**config.mk**
```make
export PLATFORM = sky130hd
export DESIGN_NAME = otg_edge_interrupt_latch
export DESIGN_NICKNAME = d
export VERILOG_FILES = /design/src/otg_irq_pkg.sv /design/src/otg_edge_interrupt_latch.sv
export SDC_FILE = /design/constraint.sdc
export NUM_CORES = 1
export LEC_CHECK = 0
export ABC_AREA = 1
export ABC_CLOCK_PERIOD_IN_PS = 1800
export BUFFER_PORTS_ARGS = -buffer_cell sky130_fd_sc_hd__buf_2
export CAP_MARGIN = 20
export CORE_ASPECT_RATIO = 0.6
export CORE_MARGIN = 2
export CORE_UTILIZATION = 35
export DETAILED_ROUTE_END_ITERATION = 6
export HOLD_SLACK_MARGIN = 0.12
export MAX_ROUTING_LAYER = met4
export PLACE_DENSITY_LB_ADDON = 0.15
export SLEW_MARGIN = 40
export SYNTH_ARGS = -nofsm -noshare
export SYNTH_HDL_FRONTEND = slang
export SYNTH_SLANG_ARGS = --single-unit
```
**constraint.sdc**
```tcl
create_clock -name clock -period 1.8 [get_ports clock]
set_clock_uncertainty 0.1 [all_clocks]
set_input_delay 0.09 -clock clock [delete_from_list [all_inputs] [get_ports clock]]
set_output_delay 0.09 -clock clock [all_outputs]
set_load 0.01 [all_outputs]
```
**src/otg_irq_pkg.sv**
```systemverilog
// Package for the OTG edge interrupt latch: register map, bit positions, timing.
// Assumes a 20 MHz system clock and a plain address/strobe register port.
package otg_irq_pkg;

	localparam int unsigned ADDR_W = 12;
	localparam int unsigned REG_W = 16;

	// Register word addresses (status, set and clear aliases, timer control)
	localparam logic [ADDR_W-1:0] STATUS_ADDR = 12'h0378;
	localparam logic [ADDR_W-1:0] LATCH_SET_ADDR = 12'h037c;
	localparam logic [ADDR_W-1:0] LATCH_CLR_ADDR = 12'h037e;
	localparam logic [ADDR_W-1:0] FALL_SET_ADDR = 12'h0380;
	localparam logic [ADDR_W-1:0] FALL_CLR_ADDR = 12'h0382;
	localparam logic [ADDR_W-1:0] RISE_SET_ADDR = 12'h0384;
	localparam logic [ADDR_W-1:0] RISE_CLR_ADDR = 12'h0386;
	localparam logic [ADDR_W-1:0] TIMER_CTRL_ADDR = 12'h0390;

	// Bit positions
	localparam int unsigned BIT_VBUS_VALID = 0;
	localparam int unsigned BIT_SESSION_VALID = 1;
	localparam int unsigned BIT_DPLUS_SRP = 2;
	localparam int unsigned BIT_ROLE_SENSE = 3;
	localparam int unsigned BIT_REMOTE_CONNECT = 4;
	localparam int unsigned BIT_JK_RESUME = 5;
	localparam int unsigned BIT_BDISCONNECT_ACONNECT_EVENT = 6;
	localparam int unsigned BIT_SESSION_END = 7;
	localparam int unsigned BIT_LONG_SE0 = 8;
	localparam int unsigned BIT_TIMER_EXPIRED = 9;

	// Writable masks and the status read mask; reserved bits read zero
	localparam logic [REG_W-1:0] LATCH_MASK = 16'h03ff;
	localparam logic [REG_W-1:0] FALL_MASK = 16'h019b;
	localparam logic [REG_W-1:0] RISE_MASK = 16'h03ff;
	localparam logic [REG_W-1:0] STATUS_MASK = 16'h019f;
	localparam logic [REG_W-1:0] REG_RESET = 16'h0000;

	// SE0 qualification time
	localparam int unsigned CLOCK_HZ = 20_000_000;
	localparam int unsigned SE0_MIN_US = 2000;
	localparam int unsigned SE0_CYCLES = (CLOCK_HZ / 1_000_000) * SE0_MIN_US;
	localparam int unsigned SE0_CNT_W = 16;
	localparam logic [SE0_CNT_W-1:0] SE0_CNT_ZERO = 16'h0000;

	// Timer control word: bit 0 is the run bit
	localparam int unsigned TIMER_RUN_POS = 0;

	typedef struct packed {
		logic vbus_valid_event;
		logic session_valid_event;
		logic dplus_session_request;
		logic role_sense_pin;
		logic remote_connect_event;
		logic jk_resume_event;
		logic bdisconnect_aconnect_event;
		logic session_end_low_vbus;
		logic bus_se0;
		logic b_idle_state;
	} otg_cond_s;

	typedef struct packed {
		logic [ADDR_W-1:0] addr;
		logic [REG_W-1:0] wdata;
		logic wr;
		logic rd;
	} reg_req_s;

endpackage

```
**src/otg_edge_interrupt_latch.sv**
```systemverilog
// OTG edge interrupt latch: condition synchronisers, edge detection, latch and enables.
// Assumes raw OTG conditions arrive asynchronously and the timer expiry pulse is synchronous.
`timescale 1ns/1ns
`default_nettype none

module otg_edge_interrupt_latch
	import otg_irq_pkg::*;
#(
	parameter int unsigned SE0_HOLD_CYCLES = SE0_CYCLES
) (
	input wire logic clock,
	input wire logic rst_n,
	input wire otg_cond_s cond_raw,
	input wire logic timer_expired_event,
	input wire reg_req_s req,
	output logic [REG_W-1:0] rdata,
	output logic timer_run_bit,
	output logic irq
);

	typedef struct packed {
		otg_cond_s sync1;
		otg_cond_s sync2;
		logic [REG_W-1:0] level_prev;
		logic level_valid;
		logic [1:0] fill;
		logic [SE0_CNT_W-1:0] se0_cnt;
		logic se0_long;
		logic [REG_W-1:0] latch;
		logic [REG_W-1:0] fall_en;
		logic [REG_W-1:0] rise_en;
		logic timer_run;
		logic [REG_W-1:0] rdata;
		logic irq;
	} state_s;

	state_s q, d;

	// Applies set/clear alias writes to a register
	function automatic logic [REG_W-1:0] set_clr(
		input logic [REG_W-1:0] cur,
		input logic [REG_W-1:0] wdata,
		input logic is_set,
		input logic is_clr,
		input logic [REG_W-1:0] mask
	);
		logic [REG_W-1:0] r;
		r = cur;
		if (is_set) begin
			r = r | (wdata & mask);
		end
		if (is_clr) begin
			r = r & ~wdata;
		end
		return r & mask;
	endfunction

	logic [REG_W-1:0] level;
	logic [REG_W-1:0] rise_evt;
	logic [REG_W-1:0] fall_evt;
	logic [REG_W-1:0] hits;
	logic se0_qual;

	always_comb begin
		d = q;
		level = REG_RESET;
		rise_evt = REG_RESET;
		fall_evt = REG_RESET;
		hits = REG_RESET;
		se0_qual = 1'b0;

		// Two-stage synchronisers for every raw condition
		d.sync1 = cond_raw;
		d.sync2 = q.sync1;

		// Long SE0 qualifier, counted only in B-idle
		if (q.sync2.bus_se0 && q.sync2.b_idle_state) begin
			if (q.se0_cnt < SE0_HOLD_CYCLES[SE0_CNT_W-1:0]) begin
				d.se0_cnt = q.se0_cnt + 1'b1;
			end
		end else begin
			d.se0_cnt = SE0_CNT_ZERO;
		end
		se0_qual = (q.se0_cnt >= SE0_HOLD_CYCLES[SE0_CNT_W-1:0]);
		// Stays high until SE0 ends so the fall edge marks exit from a long SE0
		if (!q.sync2.bus_se0) begin
			d.se0_long = 1'b0;
		end else if (se0_qual) begin
			d.se0_long = 1'b1;
		end

		// Live levels, also the status register view
		level[BIT_VBUS_VALID] = q.sync2.vbus_valid_event;
		level[BIT_SESSION_VALID] = q.sync2.session_valid_event;
		level[BIT_DPLUS_SRP] = q.sync2.dplus_session_request;
		level[BIT_ROLE_SENSE] = q.sync2.role_sense_pin;
		level[BIT_REMOTE_CONNECT] = q.sync2.remote_connect_event;
		level[BIT_JK_RESUME] = q.sync2.jk_resume_event;
		level[BIT_BDISCONNECT_ACONNECT_EVENT] = q.sync2.bdisconnect_aconnect_event;
		level[BIT_SESSION_END] = q.sync2.session_end_low_vbus;
		level[BIT_LONG_SE0] = q.se0_long;
		d.level_prev = level;
		// Synchronisers reset low, so a pin already high would look like a rise
		d.fill = {q.fill[0], 1'b1};
		d.level_valid = q.fill[1];

		// Edge detection starts once the history holds a real sample
		if (q.level_valid) begin
			rise_evt = level & ~q.level_prev;
			fall_evt = ~level & q.level_prev;
		end
		rise_evt[BIT_TIMER_EXPIRED] = timer_expired_event & q.timer_run;

		hits = ((rise_evt & q.rise_en & RISE_MASK)
			| (fall_evt & q.fall_en & FALL_MASK)) & LATCH_MASK;

		// Register writes
		if (req.wr) begin
			d.latch = set_clr(q.latch, req.wdata, req.addr == LATCH_SET_ADDR,
				req.addr == LATCH_CLR_ADDR, LATCH_MASK);
			d.fall_en = set_clr(q.fall_en, req.wdata, req.addr == FALL_SET_ADDR,
				req.addr == FALL_CLR_ADDR, FALL_MASK);
			d.rise_en = set_clr(q.rise_en, req.wdata, req.addr == RISE_SET_ADDR,
				req.addr == RISE_CLR_ADDR, RISE_MASK);
			if (req.addr == TIMER_CTRL_ADDR) begin
				d.timer_run = req.wdata[TIMER_RUN_POS];
			end
		end
		// Hardware set wins over a same-cycle clear
		d.latch = d.latch | hits;
		if (timer_expired_event && q.timer_run) begin
			d.timer_run = 1'b0;
		end

		// Read data one cycle after the strobe; unmapped reads return zero
		d.rdata = REG_RESET;
		if (req.rd) begin
			case (req.addr)
				STATUS_ADDR: d.rdata = level & STATUS_MASK;
				LATCH_SET_ADDR, LATCH_CLR_ADDR: d.rdata = q.latch;
				FALL_SET_ADDR, FALL_CLR_ADDR: d.rdata = q.fall_en;
				RISE_SET_ADDR, RISE_CLR_ADDR: d.rdata = q.rise_en;
				TIMER_CTRL_ADDR: d.rdata = {{(REG_W-1){1'b0}}, q.timer_run};
				default: d.rdata = REG_RESET;
			endcase
		end

		d.irq = |d.latch;
	end

	always_ff @(posedge clock) begin
		if (!rst_n) begin
			q <= '0;
		end else begin
			q <= d;
		end
	end

	assign rdata = q.rdata;
	assign timer_run_bit = q.timer_run;
	assign irq = q.irq;

endmodule

`default_nettype wire

```
==> impl_metrics.yaml <==
global_route:
  overflow: 0
  grt_max_degree: 38
  antenna_found_initial: 0
  grt_pass1_vias: 3679
  grt_usage_pct: 18.9
  grt_first_pass_wirelength_um: 18900
final_layout:
  fin_nets: 736
  multiInputGateArea_sq_mm: 0.00181
  instances_no_fill: 861
  fin_util_pct: 45.2
  final_cell_area_sq_mm: 0.00549
  syn_to_final_growth_pct: 24.9
  diodes: 0
  drive_above_1_share_pct: 16.5
  fill_cells: 1213
  seqCellArea_sq_mm: 0.00198
clock_network:
  cts_root_buffer: "clkbuf_16"
  cts_buffer_depth: 2
  cts.sink_count: 99
  path_clk_slew_ns: 0.06
  cts_inserted_buffers: 9
  htreeDepth: 3
  cts_tree: "built"
  postCtsSetupRepairBufs: 0
  clkLatencyLatePin_ns: 0.35
critical_path:
  cp_slowest_cell: "nor4_1"
  crit_family: "simple AND/OR/NAND/NOR gates"
  arrival_ns: 1.84
  crit_buf_inv: 1
  end_kind: "flop"
  critPathKind: "reg -> reg"
  path_cells: "inv_1 > nor4_1 > nand3_1 > xor2_1 > nand2_1 > a21oi_1"
  cp_slowest_stage_delay_ns: 0.44
  cp.required_ns: 1.97
  crit_fanout: 5
  critPathLaunchType: "flop"
sta:
  finalSetupViolCount: 0
  finalHoldViolations: 0
  drv_slew: 0
  whs_ns: 0.144
  worst_pin_slew_ns: 0.540
  fmax_mhz: 599
  fin_crit_sh_pct: 92.7
  slew_headroom_pct: 63.8
  post-route-min-period_ns: 1.67
yosys:
  ys_top_cells_by_area: "dfxtp_1, nand2_1, inv_1"
  netlist.area_leader.share_pct: 45.1
  seq_area_frac_synth_pct: 45.1
  synth_edf_count: 0
  yosys-top-cells-count: "nand2_1, inv_1, dfxtp_1"
  ys_types: 40
  synth.avg_cell_area_sq_um: 7.25
  synth_area_sq_mm: 0.00440
  synth_cells: 607
  synth_most_common_cell: "nand2_1"
  synthesis.nets: 652
  ys.flop_type: "dfxtp_1"
  yosysTopAreaCell: "dfxtp_1"
  synth_warnings: 0
  async_reset_ff_share_pct: 0
  ys_ff_latch: 99
floorplan:
  core_area_sq_mm: 0.0121
  dieHeight_um: 90.8
  rows: 31
  io_pins: 61
  chipWidth_um: 149
  start_util_pct: 36.2
  dieArea_sq_mm: 0.0135
placed_design:
  placed_cells: 817
  post-dp-hpwl_um: 8490
  gp_congestion: 0.911
  io_buffers: 54
  dpl_cell_area_sq_mm: 0.00485
power:
  total_leakage_power_uw: 0.00251
  peakVddDrop_mv: 0.431
  p_per_area_mw_per_mm2: 840
  total_power_uw: 4610
route:
  drtIter0Drc: 279
  routedWlPerCell_um: 13.7
  vias: 4002
  drcViolationCount: 0
  via_per_inst: 4.65
  wl_um: 11800
  ant_nets: 0
  firstDrtPassIters: 4
job:
  cap_violations: 0
hold_path:
  holdCritPathClass: "in -> reg"
status:
  run_status: "complete, no violations"
## cell type report
class / count / share of cell area, %
Clock inverter: 5 / 1.55
Clock buffer: 11 / 4.60
Sequential cell: 99 / 36.1
Tap cell: 165 / 3.76
Inverter: 112 / 7.65
Multi-Input combinational cell: 364 / 33.0
Timing Repair Buffer: 105 / 13.4
## timing repair
action	in CTS	in global routing
hold buffers	28	0
gates resized for setup	0	6
endpoints found under the hold margin	38	0
setup endpoints to repair	0	13
## final timing paths
check / start / end / slack, ns / depth (start not counted)
setup reg to reg: q[73] / q[76] / 0.13 / 6
setup / recovery: q[73] / q[76] / 0.13 / 6
hold / removal: rst_n / rdata[10] / 0.14 / 5
hold reg to reg: d[85] / q[85] / 0.31 / 2
## power breakdown
group	switching, uW	internal [uW]
Clock	837	1300
Sequential	15.5	2220
Combinational	138	105
Total	990	3620
## cell families after synthesis
family | share of synthesized area, %
buffers and inverters | 14.4
AO/OA/AOI/OAI | 12.3
XOR/XNOR | 1.19
flip-flops | 45.1
adder cells (fa/ha/maj) | 0.569
AND/OR/NAND/NOR | 26.5
## metal layers
metal  vias to the layer above  track usage [%]  share of wire [%]
li1                       2086                -                  -
met1                      1770             28.0                 53
met2                       127             24.4                 38
met3                        19             5.15                7.6
met4                         0             5.71                1.5
met5                         -                -                  0
## per-stage QoR
step                setup TNS, ns  worst slack (ns)
floorplan                       0             0.251
global placement                0            0.0262
detailed placement              0           0.00102
CTS                             0            0.0625
global route             -0.00282          -0.00282
finish                          0             0.131
## cell usage in the layout (no fill, tap or decap), types with 2 or more instances in the layout
master / n
o21bai_1: 2
nand2_1: 122
nor2_2: 3
a21oi_1: 42
nor2_4: 2
clkbuf_8: 2
clkinv_4: 2
dfxtp_1: 99
nor4_2: 3
nand2_2: 4
buf_2: 54
nand2_4: 2
dlygate4sd3_1: 28
nor2_1: 56
a311oi_1: 9
nand4_1: 7
nor3_1: 25
inv_1: 107
xor2_1: 5
nor4_1: 3
ha_1: 2
inv_2: 4
o21ai_0: 23
nand3_1: 33
clkbuf_16: 9
o21ai_1: 2
buf_4: 22
a211oi_1: 5
bufinv_16: 2
## worst register-to-register path: stages (launching register included)
cell and delay, ns:
dfxtp_1 0.39, inv_1 0.12, nor4_1 0.44, nand3_1 0.20
xor2_1 0.18, nand2_1 0.06, a21oi_1 0.11
(Power assumes the default switching activity.)
